[config.mk]
export PLATFORM = sky130hd
export DESIGN_NAME = vctgo_top
export DESIGN_NICKNAME = d
export VERILOG_FILES = /design/src/shared/vctgo_pkg.sv /design/src/rtl/vctgo_top.sv
export VERILOG_INCLUDE_DIRS = /design/src /design/src/shared
export SDC_FILE = /design/constraint.sdc
export NUM_CORES = 1
export LEC_CHECK = 0
export BUFFER_PORTS_ARGS = -buffer_cell sky130_fd_sc_hd__buf_4
export CAP_MARGIN = 20
export CORE_UTILIZATION = 53
export CTS_BUF_LIST = sky130_fd_sc_hd__clkbuf_4 sky130_fd_sc_hd__clkbuf_8 sky130_fd_sc_hd__clkbuf_16
export DETAILED_ROUTE_END_ITERATION = 8
export GPL_ROUTABILITY_DRIVEN = 0
export GPL_TIMING_DRIVEN = 0
export HOLD_SLACK_MARGIN = 0.12
export PLACE_DENSITY_LB_ADDON = 0.08
export SETUP_SLACK_MARGIN = 0.05
export SLEW_MARGIN = 0
export SYNTH_ARGS = -nofsm -noshare
export SYNTH_HDL_FRONTEND = slang
export SYNTH_SLANG_ARGS = --single-unit
[constraint.sdc]
create_clock -name clk -period 2.3 [get_ports clk]
set_clock_uncertainty 0.15 [all_clocks]
set_input_delay 0.115 -clock clk [delete_from_list [all_inputs] [get_ports clk]]
set_output_delay 0.115 -clock clk [all_outputs]
set_load 0.02 [all_outputs]
[src/shared/vctgo_regs.svh]
`ifndef VCTGO_REGS_SVH
`define VCTGO_REGS_SVH

// ----------------------------------------------------------------
// Register offsets
// ----------------------------------------------------------------
`define VCTGO_OFF_DELAY   8'h05
`define VCTGO_OFF_LENGTH  8'h06
`define VCTGO_OFF_GAIN_R  8'h08
`define VCTGO_OFF_OFFS_R  8'h0b
`define VCTGO_OFF_CFG     8'h0f
`define VCTGO_OFF_LEVEL   8'h10

// ----------------------------------------------------------------
// Field positions
// ----------------------------------------------------------------
`define VCTGO_CFG_POL_BIT  0
`define VCTGO_CFG_EXT_BIT  1
`define VCTGO_CFG_LIVE_BIT 7

// ----------------------------------------------------------------
// Reset values and codes
// ----------------------------------------------------------------
`define VCTGO_RST_DELAY   8'h09
`define VCTGO_RST_LENGTH  8'h14
`define VCTGO_RST_GAIN    8'h80
`define VCTGO_RST_OFFS    7'h40
`define VCTGO_CODE_GND    8'h00
`define VCTGO_CODE_MID    8'h80
`define VCTGO_BITS_BYTE   4'd8
`define VCTGO_BITS_ACK    4'd9

`endif

[src/shared/vctgo_pkg.sv]
package vctgo_pkg;

  typedef enum logic [4:0] {
    I_IDLE = 5'b00001,
    I_DEV  = 5'b00010,
    I_SUB  = 5'b00100,
    I_WR   = 5'b01000,
    I_RD   = 5'b10000
  } vctgo_i2c_t;

  typedef enum logic [2:0] {
    C_IDLE = 3'b001,
    C_WAIT = 3'b010,
    C_ON   = 3'b100
  } vctgo_phase_t;

  typedef struct packed {
    logic [7:0] gain;
    logic [6:0] offs;
  } vctgo_chan_t;

  typedef struct packed {
    vctgo_i2c_t         st;
    logic [3:0]         bcnt;
    logic [7:0]         sh;
    logic [7:0]         ptr;
    logic               rw;
    logic               nack;
    logic               sda_oe;
    logic               scl_p;
    logic               sda_p;
    vctgo_phase_t       ph;
    logic [7:0]         cnt;
    logic               hs_p;
    logic               clamp;
    logic [7:0]         delay;
    logic [7:0]         length;
    logic               ext;
    logic               pol;
    logic [2:0]         mid;
    vctgo_chan_t [2:0]  chan;
  } vctgo_state_t;

endpackage

[src/rtl/vctgo_top.sv]
`timescale 1ns/1ps
`include "vctgo_regs.svh"
// How it works
// - Config bit set: clamp window follows the external strobe pin.
// - A polarity bit decides which strobe level means clamp.
// - Internal mode: window starts delay pixel clocks after sync trailing edge.
// - Internal window stays on for the programmed length in pixel clocks.
// - Ground-clamped channel gets target code 0x00 during the window.
// - Midscale-clamped channel gets target code 0x80 during the window.
// - Clamp_level_select bits 2:0 pick midscale or ground per channel.
// - Each channel has its own 8-bit full-scale gain.
// - Each channel has its own 7-bit offset setting.
module vctgo_top #(
  parameter logic [6:0] DEV_ADDR = 7'h4c // Arbitrary value
) (
  input  wire logic                             clk,
  input  wire logic                             reset_n,
  input  wire logic                             scl,
  input  wire logic                             sda_i,
  output logic                                  sda_o,
  output logic                                  sda_oe,
  input  wire logic                             addr_sel,
  input  wire logic                             hsync,
  input  wire logic                             clamp_pin,
  output logic                                  clamp_active,
  output logic [2:0]                            midscale_sel,
  output logic [2:0][7:0]                       clamp_code,
  output vctgo_pkg::vctgo_chan_t [2:0]          chan_cfg
);

  // ----------------------------------------------------------------
  // State
  // ----------------------------------------------------------------
  localparam vctgo_pkg::vctgo_state_t RST = '{
    st: vctgo_pkg::I_IDLE, bcnt: 4'h0, sh: 8'h00, ptr: 8'h00, rw: 1'b0,
    nack: 1'b0, sda_oe: 1'b0, scl_p: 1'b1, sda_p: 1'b1,
    ph: vctgo_pkg::C_IDLE, cnt: 8'h00, hs_p: 1'b0, clamp: 1'b0,
    delay: `VCTGO_RST_DELAY, length: `VCTGO_RST_LENGTH,
    ext: 1'b0, pol: 1'b1, mid: 3'h0,
    chan: {3{`VCTGO_RST_GAIN, `VCTGO_RST_OFFS}}
  };

  vctgo_pkg::vctgo_state_t s_q;
  vctgo_pkg::vctgo_state_t s_d;
  logic                    trig;
  logic                    wr_en;

  function automatic logic [7:0] rd_reg(input logic [7:0] a,
                                        input vctgo_pkg::vctgo_state_t s);
    logic [7:0] v;
    v = 8'h00;
    case (a)
      `VCTGO_OFF_DELAY:  v = s.delay;
      `VCTGO_OFF_LENGTH: v = s.length;
      `VCTGO_OFF_LEVEL:  v = {5'h00, s.mid};
      `VCTGO_OFF_CFG:
      begin
        v[`VCTGO_CFG_POL_BIT]  = s.pol;
        v[`VCTGO_CFG_EXT_BIT]  = s.ext;
        v[`VCTGO_CFG_LIVE_BIT] = s.clamp;
      end
      default: v = 8'h00;
    endcase
    for (int i = 0; i < 3; i++)
    begin
      if (a == `VCTGO_OFF_GAIN_R + 8'(i))
        v = s.chan[i].gain;
      if (a == `VCTGO_OFF_OFFS_R + 8'(i))
        v = {1'b0, s.chan[i].offs};
    end
    return v;
  endfunction

  // ----------------------------------------------------------------
  // Next state
  // ----------------------------------------------------------------
  always_comb
  begin
    logic       start;
    logic       stop;
    logic       rise;
    logic       fall;
    logic       load;
    logic [7:0] rdat;
    s_d   = s_q;
    wr_en = 1'b0;
    load  = 1'b0;
    start = scl && s_q.scl_p && s_q.sda_p && !sda_i;
    stop  = scl && s_q.scl_p && !s_q.sda_p && sda_i;
    rise  = scl && !s_q.scl_p;
    fall  = !scl && s_q.scl_p;
    rdat  = rd_reg(s_q.ptr, s_q);
    s_d.scl_p = scl;
    s_d.sda_p = sda_i;
    s_d.hs_p  = hsync;
    // Serial port
    if (start)
    begin
      s_d.st     = vctgo_pkg::I_DEV;
      s_d.bcnt   = 4'h0;
      s_d.sda_oe = 1'b0;
    end
    else if (stop)
    begin
      s_d.st     = vctgo_pkg::I_IDLE;
      s_d.sda_oe = 1'b0;
    end
    else if (s_q.st != vctgo_pkg::I_IDLE)
    begin
      if (rise && s_q.bcnt <= `VCTGO_BITS_BYTE)
      begin
        s_d.bcnt = s_q.bcnt + 4'h1;
        if (s_q.bcnt == `VCTGO_BITS_BYTE)
          s_d.nack = sda_i;
        else if (s_q.st != vctgo_pkg::I_RD)
          s_d.sh = {s_q.sh[6:0], sda_i};
      end
      else if (fall && s_q.bcnt == `VCTGO_BITS_BYTE)
      begin
        unique case (s_q.st)
          vctgo_pkg::I_DEV:
          begin
            if (s_q.sh[7:1] == {DEV_ADDR[6:1], addr_sel})
            begin
              s_d.sda_oe = 1'b1;
              s_d.rw     = s_q.sh[0];
            end
            else
              s_d.st = vctgo_pkg::I_IDLE;
          end
          vctgo_pkg::I_SUB:
          begin
            s_d.ptr    = s_q.sh;
            s_d.sda_oe = 1'b1;
          end
          vctgo_pkg::I_WR:
          begin
            wr_en      = 1'b1;
            s_d.ptr    = s_q.ptr + 8'h01;
            s_d.sda_oe = 1'b1;
          end
          vctgo_pkg::I_RD:   s_d.sda_oe = 1'b0;
          vctgo_pkg::I_IDLE: s_d.sda_oe = 1'b0;
        endcase
      end
      else if (fall && s_q.bcnt == `VCTGO_BITS_ACK)
      begin
        s_d.bcnt   = 4'h0;
        s_d.sda_oe = 1'b0;
        unique case (s_q.st)
          vctgo_pkg::I_DEV:
          begin
            load = s_q.rw;
            if (!s_q.rw)
              s_d.st = vctgo_pkg::I_SUB;
          end
          vctgo_pkg::I_SUB:  s_d.st = vctgo_pkg::I_WR;
          vctgo_pkg::I_WR:   s_d.st = vctgo_pkg::I_WR;
          vctgo_pkg::I_RD:
          begin
            load = !s_q.nack;
            if (s_q.nack)
              s_d.st = vctgo_pkg::I_IDLE;
          end
          vctgo_pkg::I_IDLE: s_d.st = vctgo_pkg::I_IDLE;
        endcase
        if (load)
        begin
          s_d.st     = vctgo_pkg::I_RD;
          s_d.sh     = rdat;
          s_d.ptr    = s_q.ptr + 8'h01;
          s_d.sda_oe = !rdat[7];
        end
      end
      else if (fall && s_q.st == vctgo_pkg::I_RD)
      begin
        s_d.sh     = {s_q.sh[6:0], 1'b0};
        s_d.sda_oe = !s_q.sh[6];
      end
    end
    // Register writes
    if (wr_en)
    begin
      case (s_q.ptr)
        `VCTGO_OFF_DELAY:  s_d.delay  = s_q.sh;
        `VCTGO_OFF_LENGTH: s_d.length = s_q.sh;
        `VCTGO_OFF_LEVEL:  s_d.mid    = s_q.sh[2:0];
        `VCTGO_OFF_CFG:
        begin
          s_d.ext = s_q.sh[`VCTGO_CFG_EXT_BIT];
          s_d.pol = s_q.sh[`VCTGO_CFG_POL_BIT];
        end
        default: s_d.ext = s_q.ext;
      endcase
      for (int i = 0; i < 3; i++)
      begin
        if (s_q.ptr == `VCTGO_OFF_GAIN_R + 8'(i))
          s_d.chan[i].gain = s_q.sh;
        if (s_q.ptr == `VCTGO_OFF_OFFS_R + 8'(i))
          s_d.chan[i].offs = s_q.sh[6:0];
      end
    end
    // Clamp window timing
    trig = s_q.hs_p && !hsync;
    if (trig)
    begin
      s_d.ph  = (s_q.delay != 8'h00) ? vctgo_pkg::C_WAIT :
                (s_q.length != 8'h00) ? vctgo_pkg::C_ON : vctgo_pkg::C_IDLE;
      s_d.cnt = (s_q.delay != 8'h00) ? s_q.delay : s_q.length;
    end
    else
    begin
      unique case (s_q.ph)
        vctgo_pkg::C_WAIT:
        begin
          s_d.cnt = s_q.cnt - 8'h01;
          if (s_q.cnt == 8'h01)
          begin
            s_d.ph  = (s_q.length != 8'h00) ? vctgo_pkg::C_ON : vctgo_pkg::C_IDLE;
            s_d.cnt = s_q.length;
          end
        end
        vctgo_pkg::C_ON:
        begin
          s_d.cnt = s_q.cnt - 8'h01;
          if (s_q.cnt == 8'h01)
            s_d.ph = vctgo_pkg::C_IDLE;
        end
        vctgo_pkg::C_IDLE: s_d.cnt = s_q.cnt;
      endcase
    end
    s_d.clamp = s_q.ext ? (clamp_pin == s_q.pol)
                        : (s_d.ph == vctgo_pkg::C_ON);
  end

  always_ff @(posedge clk or negedge reset_n)
  begin
    if (!reset_n)
      s_q <= RST;
    else
      s_q <= s_d;
  end

  // ----------------------------------------------------------------
  // Outputs
  // ----------------------------------------------------------------
  assign sda_o        = 1'b0;
  assign sda_oe       = s_q.sda_oe;
  assign clamp_active = s_q.clamp;
  assign midscale_sel = s_q.mid;
  assign chan_cfg     = s_q.chan;

  for (genvar g = 0; g < 3; g++)
  begin : g_code
    assign clamp_code[g] = s_q.mid[g] ? `VCTGO_CODE_MID : `VCTGO_CODE_GND;
  end

  // ----------------------------------------------------------------
  // Checks
  // ----------------------------------------------------------------
  property p_ext_on;
    @(posedge clk) disable iff (!reset_n)
    s_q.ext && clamp_pin == s_q.pol |=> clamp_active;
  endproperty
  a_ext_on: assert property (p_ext_on) else $error("strobe not followed");

  property p_ext_off;
    @(posedge clk) disable iff (!reset_n)
    s_q.ext && clamp_pin != s_q.pol |=> !clamp_active;
  endproperty
  a_ext_off: assert property (p_ext_off) else $error("polarity ignored");

  property p_delay;
    @(posedge clk) disable iff (!reset_n)
    trig && !s_q.ext && s_q.delay == 8'h02 && s_q.length != 8'h00
      |=> !clamp_active [*2] ##1 clamp_active;
  endproperty
  a_delay: assert property (p_delay) else $error("window start wrong");

  property p_length;
    @(posedge clk) disable iff (!reset_n)
    !s_q.ext && s_q.ph == vctgo_pkg::C_WAIT && s_q.cnt == 8'h01 && !trig
      && s_q.length == 8'h03 ##1 !trig [*4]
      |-> $past(clamp_active, 3) && $past(clamp_active, 1) && !clamp_active;
  endproperty
  a_length: assert property (p_length) else $error("window length wrong");

  property p_restart;
    @(posedge clk) disable iff (!reset_n)
    trig && s_q.delay != 8'h00
      |=> s_q.ph == vctgo_pkg::C_WAIT && s_q.cnt == $past(s_q.delay);
  endproperty
  a_restart: assert property (p_restart) else $error("no restart on sync");

  property p_gnd;
    @(posedge clk) disable iff (!reset_n)
    !midscale_sel[0] |-> clamp_code[0] == `VCTGO_CODE_GND;
  endproperty
  a_gnd: assert property (p_gnd) else $error("ground code wrong");

  property p_mid;
    @(posedge clk) disable iff (!reset_n)
    midscale_sel[1] |-> clamp_code[1] == `VCTGO_CODE_MID;
  endproperty
  a_mid: assert property (p_mid) else $error("midscale code wrong");

  property p_level;
    @(posedge clk) disable iff (!reset_n)
    wr_en && s_q.ptr == `VCTGO_OFF_LEVEL |=> midscale_sel == $past(s_q.sh[2:0]);
  endproperty
  a_level: assert property (p_level) else $error("level select not stored");

  property p_gain;
    @(posedge clk) disable iff (!reset_n)
    wr_en && s_q.ptr == `VCTGO_OFF_GAIN_R + 8'h01 |=> chan_cfg[1].gain == $past(s_q.sh);
  endproperty
  a_gain: assert property (p_gain) else $error("gain not stored");

  property p_offs;
    @(posedge clk) disable iff (!reset_n)
    wr_en && s_q.ptr == `VCTGO_OFF_OFFS_R + 8'h02
      |=> chan_cfg[2].offs == $past(s_q.sh[6:0]);
  endproperty
  a_offs: assert property (p_offs) else $error("offset not stored");

  c_int_win: cover property (@(posedge clk) !s_q.ext && $rose(clamp_active));
  c_ext_win: cover property (@(posedge clk) s_q.ext && $rose(clamp_active));
  c_write:   cover property (@(posedge clk) wr_en);
  c_read:    cover property (@(posedge clk) s_q.st == vctgo_pkg::I_RD && s_q.bcnt == 4'h8);

endmodule

# Word-level counts from Yosys, hierarchy flattened
# Index checks and enable logic that the tools add are counted.
[totals]
reg_bits = 109
n_memories = 0
latch_bits = 0
in_bits = 7
mem_bits_rw = 0
mem_bits_ro = 0
wordCells = 192
[op_classes]
add_sub_neg = 3
n_eq_ne = 40
n_shift = 0
bitwise_logic = 3
muxes = 72
div_mod_pow = 0
n_reduce_logical = 49
order_cmp = 1
n_mul = 0
[op_table]
columns = ["cell", "n"]
rows = [
  ["2-to-1 mux 8 bit", 16],
  ["equality test 8 x 4 -> 1 bit (second input constant)", 7],
  ["2-to-1 mux 5 bit", 8],
  ["one-hot mux 8 bit (2 select lines)", 2],
  ["2-to-1 mux 28 bit", 1],
  ["2-to-1 mux 9 bit", 3],
  ["2-to-1 mux 1 bit", 26],
  ["2-to-1 mux 12 bit", 2],
  ["2-to-1 mux 11 bit", 2],
  ["2-to-1 mux 22 bit", 1],
  ["AND reduction 7 bit", 3],
  ["one-hot mux 5 bit (4 select lines)", 1],
  ["AND reduction 2 bit", 10],
  ["equality test 8 x 3 -> 1 bit (second input constant)", 2],
  ["2-to-1 mux 16 bit", 1],
  ["nonzero test 8 bit", 2],
  ["one-hot mux 5 bit (3 select lines)", 1],
  ["logical AND 1 bit", 12],
  ["!= test 6 bit (second input constant)", 2],
  ["!= test 5 bit (second input constant)", 2],
  ["2-to-1 mux 3 bit", 3],
  ["nonzero test 3 bit", 3],
  ["adder 8 x 1 -> 8 bit (second input constant)", 1],
  ["equality test 4 bit (second input constant)", 2],
  ["36 further kinds", 55],
]

# Longest topological paths before layout
# Gate-level depths: netlist of the first run.
[depth]
word_depth = 16
ltp_mapped = 9
mapped_depth_nobuf = 7

# Least setup slack after synthesis of the first run
# Ideal clock, no wire load.
[synth_path]
path_kind = "register to register"
start = "reg s_q[69] (netlist bit)"
end = "reg s_q[78] (netlist bit)"
arrival_ns = 1.962
n_path_buf = 1
required_ns = 2.018
setup_ns = 0.132
slack_ns = 0.056
path_stages_with_launch = 9
path_cell_list = "dfrtp_1 -> inv_1 -> ha_1 -> or3b_2 -> clkbuf_1 -> or3_4 -> mux2_1 -> o21ai_0 -> o21ai_1"
[synth_lines]
columns = ["item", "line_no", "source"]
rows = [
  ["start: declaration", "vctgo_top.sv:43", "vctgo_pkg::vctgo_state_t s_q;"],
  ["start signal: assignment", "vctgo_top.sv:239", "s_q <= RST;"],
  ["start signal: assignment", "vctgo_top.sv:241", "s_q <= s_d;"],
]

# Worst setup path in the final report of the first run
[layout_path]
start = "reg s_q[91] (netlist bit)"
end = "reg s_q[97] (netlist bit)"
[layout_between]
elab_chain_cells = 12
elab_cells_between_ends = 20
classes_between = "eq/ne: 9; mux: 11"
[layout_lines]
columns = ["item", "line_no", "source"]
rows = [
  ["equality test 8 x 5 -> 1 bit or equality test 8 x 3 -> 1 bit (tied branches)", "vctgo_top.sv:52", "case (a)"],
  ["one-hot mux 5 bit (3 select lines)", "vctgo_top.sv:52", ""],
  ["2-to-1 mux 8 bit", "vctgo_top.sv:66", "if (a == `VCTGO_OFF_GAIN_R + 8'(i))"],
  ["2-to-1 mux 8 bit", "vctgo_top.sv:68", "if (a == `VCTGO_OFF_OFFS_R + 8'(i))"],
  ["2-to-1 mux 8 bit", "vctgo_top.sv:66", ""],
  ["2-to-1 mux 8 bit", "vctgo_top.sv:68", ""],
  ["2-to-1 mux 8 bit", "vctgo_top.sv:66", ""],
  ["2-to-1 mux 8 bit (*)", "vctgo_top.sv:68", ""],
  ["2-to-1 mux 16 bit (*)", "vctgo_top.sv:167", "if (load)"],
  ["2-to-1 mux 8 bit (*)", "vctgo_top.sv:146", "else if (fall && s_q.bcnt == `VCTGO_BITS_ACK)"],
  ["2-to-1 mux 12 bit (*)", "vctgo_top.sv:118", "else if (fall && s_q.bcnt == `VCTGO_BITS_BYTE)"],
  ["2-to-1 mux 12 bit (*)", "vctgo_top.sv:110", "if (rise && s_q.bcnt <= `VCTGO_BITS_BYTE)"],
]
# Every way passes the cells marked *; elsewhere a longest branch is shown, timed or not. The select of a mux whose other input is x is not followed.
# A chain may end at the register's enable or synchronous reset.

==> impl_metrics.toml, run 1 <==
[yosys]
async_flop_share_pct = 100.0
seq_area_frac_synth_pct = 40.18
synth_compound_area_share_pct = 17.72
synth-simple-area-share_pct = 15.85
synth-xor-area-share_pct = 0.4942
yosys_register_bits = 109
synth_fa_ha_area_share_pct = 1.647
syn_area_um2 = 6835
synth_cell_types = 87
avgSynthCellArea_um2 = 10.13
synth_top_family_by_area = "compound AO/OA/AOI/OAI gates"
synth_edf_count = 0
yosysWarnings = 0
muxShareOfSynthArea_pct = 12.48
synth_flop_cell = "dfrtp_1"
syn-instance-count = 675

[grt]
grt_max_degree = 59
overflow = 0
grt_pass1_vias = 5538
antenna_found_initial = 0
grt_pass1_wl_um = 29530
grtUsageTotal_pct = 29.36

[power_and_ir_drop]
leakage_nw = 3.955
ir_worst_vdd_uv = 349.9
p_per_area_nw_per_um2 = 609.0

[routing]
detail_route.first_pass.iterations = 5
postRouteAntennaNets = 0
drc = 0
wl_per_cell_um = 19.89
routed_wl_um = 19390
drt_iter0_markers = 544
viasPerCell = 5.996
route.vias.total = 5846

[clocking]
numCtsBuffers = 9
cts_tree = "built"
cts_root_buf = "clkbuf_16"
cts_max_level = 3
clock-sinks = 109
insertion_delay_ns = 0.36
clk_pin_slew_ns = 0.07
cts.path.max_buffers = 2

[worst_setup_path]
arrival_ns = 2.41
critPathLaunchType = "flop"
path_max_fanout = 5
crit_type = "flop to flop"
crit_path_end_kind = "flop"
cp.required_ns = 2.38

[final_layout]
syn_to_final_growth_pct = 27.99
diodes = 0
final_cell_mix = "buf_4, dfrtp_1, mux2_2"
nFillCells = 962
final_nets = 814
finalNonFillerCells = 975
layout-drive-gt1-share_pct = 48.44
final_common_cell = "buf_4"

[sta]
period_share_pct = 101.4
fin_crit_ns = 2.332
rsz0062_at_grt = "yes"
hold_viol_final = 0
worstMarginPinSlew_ns = 0.7321
clock.fmax_mhz = 428.7
maxSlewViolCount = 0
finalSetupViolCount = 2
setup_slack_ns = -0.03250
slew_headroom_pct = 51.19

[die]
core.rowCount = 41
fp.dieW_um = 115.6
io_pins = 82
core_um2 = 12620
die_area_um2 = 13360
start_util_pct = 54.16
fp.dieH_um = 115.6

[placement]
dpl_worst_slack_ns = -0.5756
portBuffers = 59
placed_cells = 928
place_hpwl_um = 12770

[run]
drv_cap = 0

[min_path]
hp-class = "input pin to async pin"

[status]
violations = "setup timing"
outcome = "finished, violations left"
[sequential cells by signal (all words and copies together) (netlist names)]
name / cells
sda_oe: 1
clamp_active: 1
midscale_sel: 3
chan_cfg: 45
s_q: 59
[kinds of logic (layout without fill, tap and decap cells)]
logic type	Yosys count	in the layout
and+or+nand+nor	185	185
AOI/OAI and AO/OA	163	163
buffers and inverters	129	236
DFF	109	109
muxes	76	76
adders and majority gates	9	9
xor gates and xnor gates	3	3
other	1	22
[report_power, final]
part	switching (W)	internal [W]	total (W)
Sequential	0.000202	0.00208	0.00228
Combinational	0.000764	0.000575	0.00134
Clock	0.000748	0.000961	0.00171
[worst max-delay path, stage by stage (launching register included)]
cell and delay (ns):
dfrtp_1 0.47, nor4_4 0.41, nand2_2 0.17, or4b_4 0.57
o2111ai_2 0.33, a221oi_4 0.10
[cell usage after synthesis, types with 11 or more instances]
cell type	number	area share, %
dfrtp_1	94	34
buf_4	74	8.1
mux2_2	73	12
nor2_1	31	1.7
a21oi_1	29	2.1
o21ai_0	27	2.0
clkbuf_1	26	1.4
nand2_1	24	1.3
inv_1	19	1.0
nand3_1	17	1.2
nor4_1	17	1.6
a22oi_1	16	1.8
dfstp_2	15	5.8
nand2b_1	14	1.3
nor3_1	14	1.0
o22ai_1	11	1.0
[area by class of cell]
type | count | area (um2) | area share (%)
Tap cell | 172 | 215.2 | 2.460
Clock buffer | 9 | 225.2 | 2.574
Multi-Input combinational cell | 458 | 3842 | 43.92
Clock inverter | 7 | 98.84 | 1.130
Sequential cell | 109 | 2751 | 31.45
Buffer | 108 | 808.3 | 9.239
Timing Repair Buffer | 93 | 735.7 | 8.410
Inverter | 19 | 71.32 | 0.8152
[routing by layer]
layer,vias up,track usage (%),part of all wire [%]
met1,2867,38.83,43
met4,0,14.29,4.0
li1,2661,-,-
met3,60,4.916,6.3
met2,258,46.91,47
met5,-,0,0
[stage by stage]
step / power [W] / util, % / setup TNS [ns] / instance area (um2) / hold slack [ns]
finish: 0.005328 / 69.32 / -0.04370 / 8748 / 0.2096
detailed placement: 0.003374 / 60.22 / -23.21 / 7600 / 0.05972
global placement: 0.003327 / 60.00 / -22.30 / 7572 / 0.08865
CTS: 0.005171 / 66.03 / 0 / 8333 / 0.2254
global route: 0.005540 / 69.32 / -0.1358 / 8748 / 0.2826
floorplan: 0.003031 / - / 0 / 6914 / -0.3306
[path summary, 6_finish.rpt]
path,startpoint,to,slack (ns),cells past startpoint
max,s_q[91],s_q[97],-0.03,5
min,reset_n,s_q[72],0.21,2
max reg2reg,s_q[91],s_q[97],-0.03,5
min reg2reg,s_q[83],s_q[83],0.36,1
max in group asynchronous,reset_n,chan_cfg[29],1.00,3
min in group clk,hsync,s_q[67],0.28,2
[repair_timing]
| action | CTS | global route |
|---|---|---|
| cloned | 1 | 0 |
| hold endpoints to repair | 60 | 0 |
| setup endpoints to repair | 95 | 82 |
| resized for setup | 69 | 78 |
| pin swaps | 9 | 16 |
| hold buffers | 5 | 0 |
| buffers inserted | 17 | 10 |
(Power assumes the default switching activity.)
==> run 2, diff against run 1 <==
REMOVE_ABC_BUFFERS = 1   (was unset)
==> run 2 against run 1 <==
Effect of this change: the run now ends clean; non-clock buffer count fell by 94; cell count fell by 9.6%; sequential share of layout area rose by 3.1 points; global-route usage is 1.5 points lower; hold slack better by 0.057 ns; cell area is 8.5% lower; clock-buffer cell count up 3; worst setup slack better by 0.099 ns; flip-flop and latch count is the same; fmax increased by 4.4%; power decreased by 3.8%; die area is the same; largest power group unchanged; highest routed layer unchanged.
==> impl_metrics.toml, run 2 (synthesis results as in run 1) <==
[status]
outcome = "finished clean"

[final_layout]
multi_input_area_um2 = 3757
syn_to_final_growth_pct = 17.08
regMostFlops = "s_q"
final_common_cell = "buf_4"
diodes = 0
final_nets = 720
final_cell_mix = "buf_4, dfrtp_1, mux2_2"
area.sequential_um2 = 2764
layout-drive-gt1-share_pct = 43.02
largest_register_ffs = 59
nFillCells = 1002

[die]
fp.dieH_um = 115.6
core_um2 = 12620
io_pins = 82
fp.dieW_um = 115.6
die_area_um2 = 13360
start_util_pct = 54.16
core.rowCount = 41

[sta]
rsz0062_at_grt = "yes"
period_share_pct = 97.09
whs_ns = 0.2671
setup_slack_ns = 0.06684
clock.fmax_mhz = 447.8
slew_headroom_pct = 41.29
finalSetupViolCount = 0
fin_crit_ns = 2.233
worstMarginPinSlew_ns = 0.8807
maxSlewViolCount = 0
hold_viol_final = 0

[clocking]
cts_root_buf = "clkbuf_16"
clk_pin_slew_ns = 0.07
clock-sinks = 109
cts.path.max_buffers = 2
numCtsBuffers = 9
cts_max_level = 3
cts_tree = "built"
insertion_delay_ns = 0.36

[routing]
routed_wl_um = 18170
viasPerCell = 6.162
wl_per_cell_um = 20.63
drt_iter0_markers = 524
postRouteAntennaNets = 0
detail_route.first_pass.iterations = 5
route.vias.total = 5429
drc = 0

[grt]
grt_pass1_vias = 5149
grtUsageTotal_pct = 27.89
overflow = 0
grt_pass1_wl_um = 28160
grt_max_degree = 68
antenna_found_initial = 0

[worst_setup_path]
cp.required_ns = 2.39
path_max_fanout = 9
reg2reg_slack_ns = 0.07
crit_type = "flop to flop"
arrival_ns = 2.33
crit_path_end_kind = "flop"
critPathLaunchType = "flop"

[min_path]
hp-class = "input pin to async pin"

[placement]
dpl_worst_slack_ns = -0.6481
place_hpwl_um = 11380
portBuffers = 59

[run]
drv_cap = 0

[power_and_ir_drop]
ir_worst_vdd_uv = 379.4
leakage_nw = 3.515
total_power_w = 0.005127
p_per_area_nw_per_um2 = 640.7
==> run 2: report_power, final <==
part           internal (W)  switching [W]
clock              0.000906       0.000737
combinational      0.000492       0.000588
sequential          0.00207       0.000329
==> run 2: layout make-up <==
type,count,area share (%)
inverter,19,0.9537
multi-input combinational,458,46.95
sequential,109,34.54
timing repair buffer,107,11.01
clock buffer,12,3.174
clock inverter,4,0.6879
tap,172,2.689
==> run 2: worst max-delay path: stages (launching register included) <==
cell and delay (ns):
dfrtp_2 0.49, or4_4 0.67, nor2_4 0.17, and3_4 0.28
mux2_2 0.36
==> run 2: layer usage <==
| layer | up-vias | track usage, % | routed length [um] |
|---|---|---|---|
| li1 | 2469 | - | - |
| met1 | 2669 | 38.53 | 8131 |
| met2 | 242 | 42.16 | 8151 |
| met3 | 49 | 4.864 | 1171 |
| met4 | 0 | 14.20 | 717 |
| met5 | - | 0 | 0 |
==> run 2: worst paths after layout <==
path,startpoint,to,depth (start not counted)
max in group asynchronous,reset_n,chan_cfg[21],3
max,s_q[90],chan_cfg[8],4
max reg2reg,s_q[90],chan_cfg[8],4
min reg2reg,s_q[83],s_q[83],1
min in group clk,addr_sel,s_q[83],5
min,reset_n,s_q[75],2
==> run 2: repair_timing <==
item,4_1_cts,5_1_grt
cloned,0,1
setup buffers,20,18
hold buffers,5,0
resized for setup,52,51
hold endpoints to repair,68,0
setup endpoints to repair,100,95
pin swaps,13,25
==> run 2: through the flow <==
step           util [%]  std cells  area, um2  setup TNS (ns)
3_3_place_gp      54.30        817       6853          -36.45
5_1_grt           63.41        881       8003               0
3_5_place_dp      54.85        821       6922          -23.92
4_1_cts           60.67        862       7656               0
6_report          63.41        881       8003               0
2_1_floorplan         -        586       6195         -0.9871
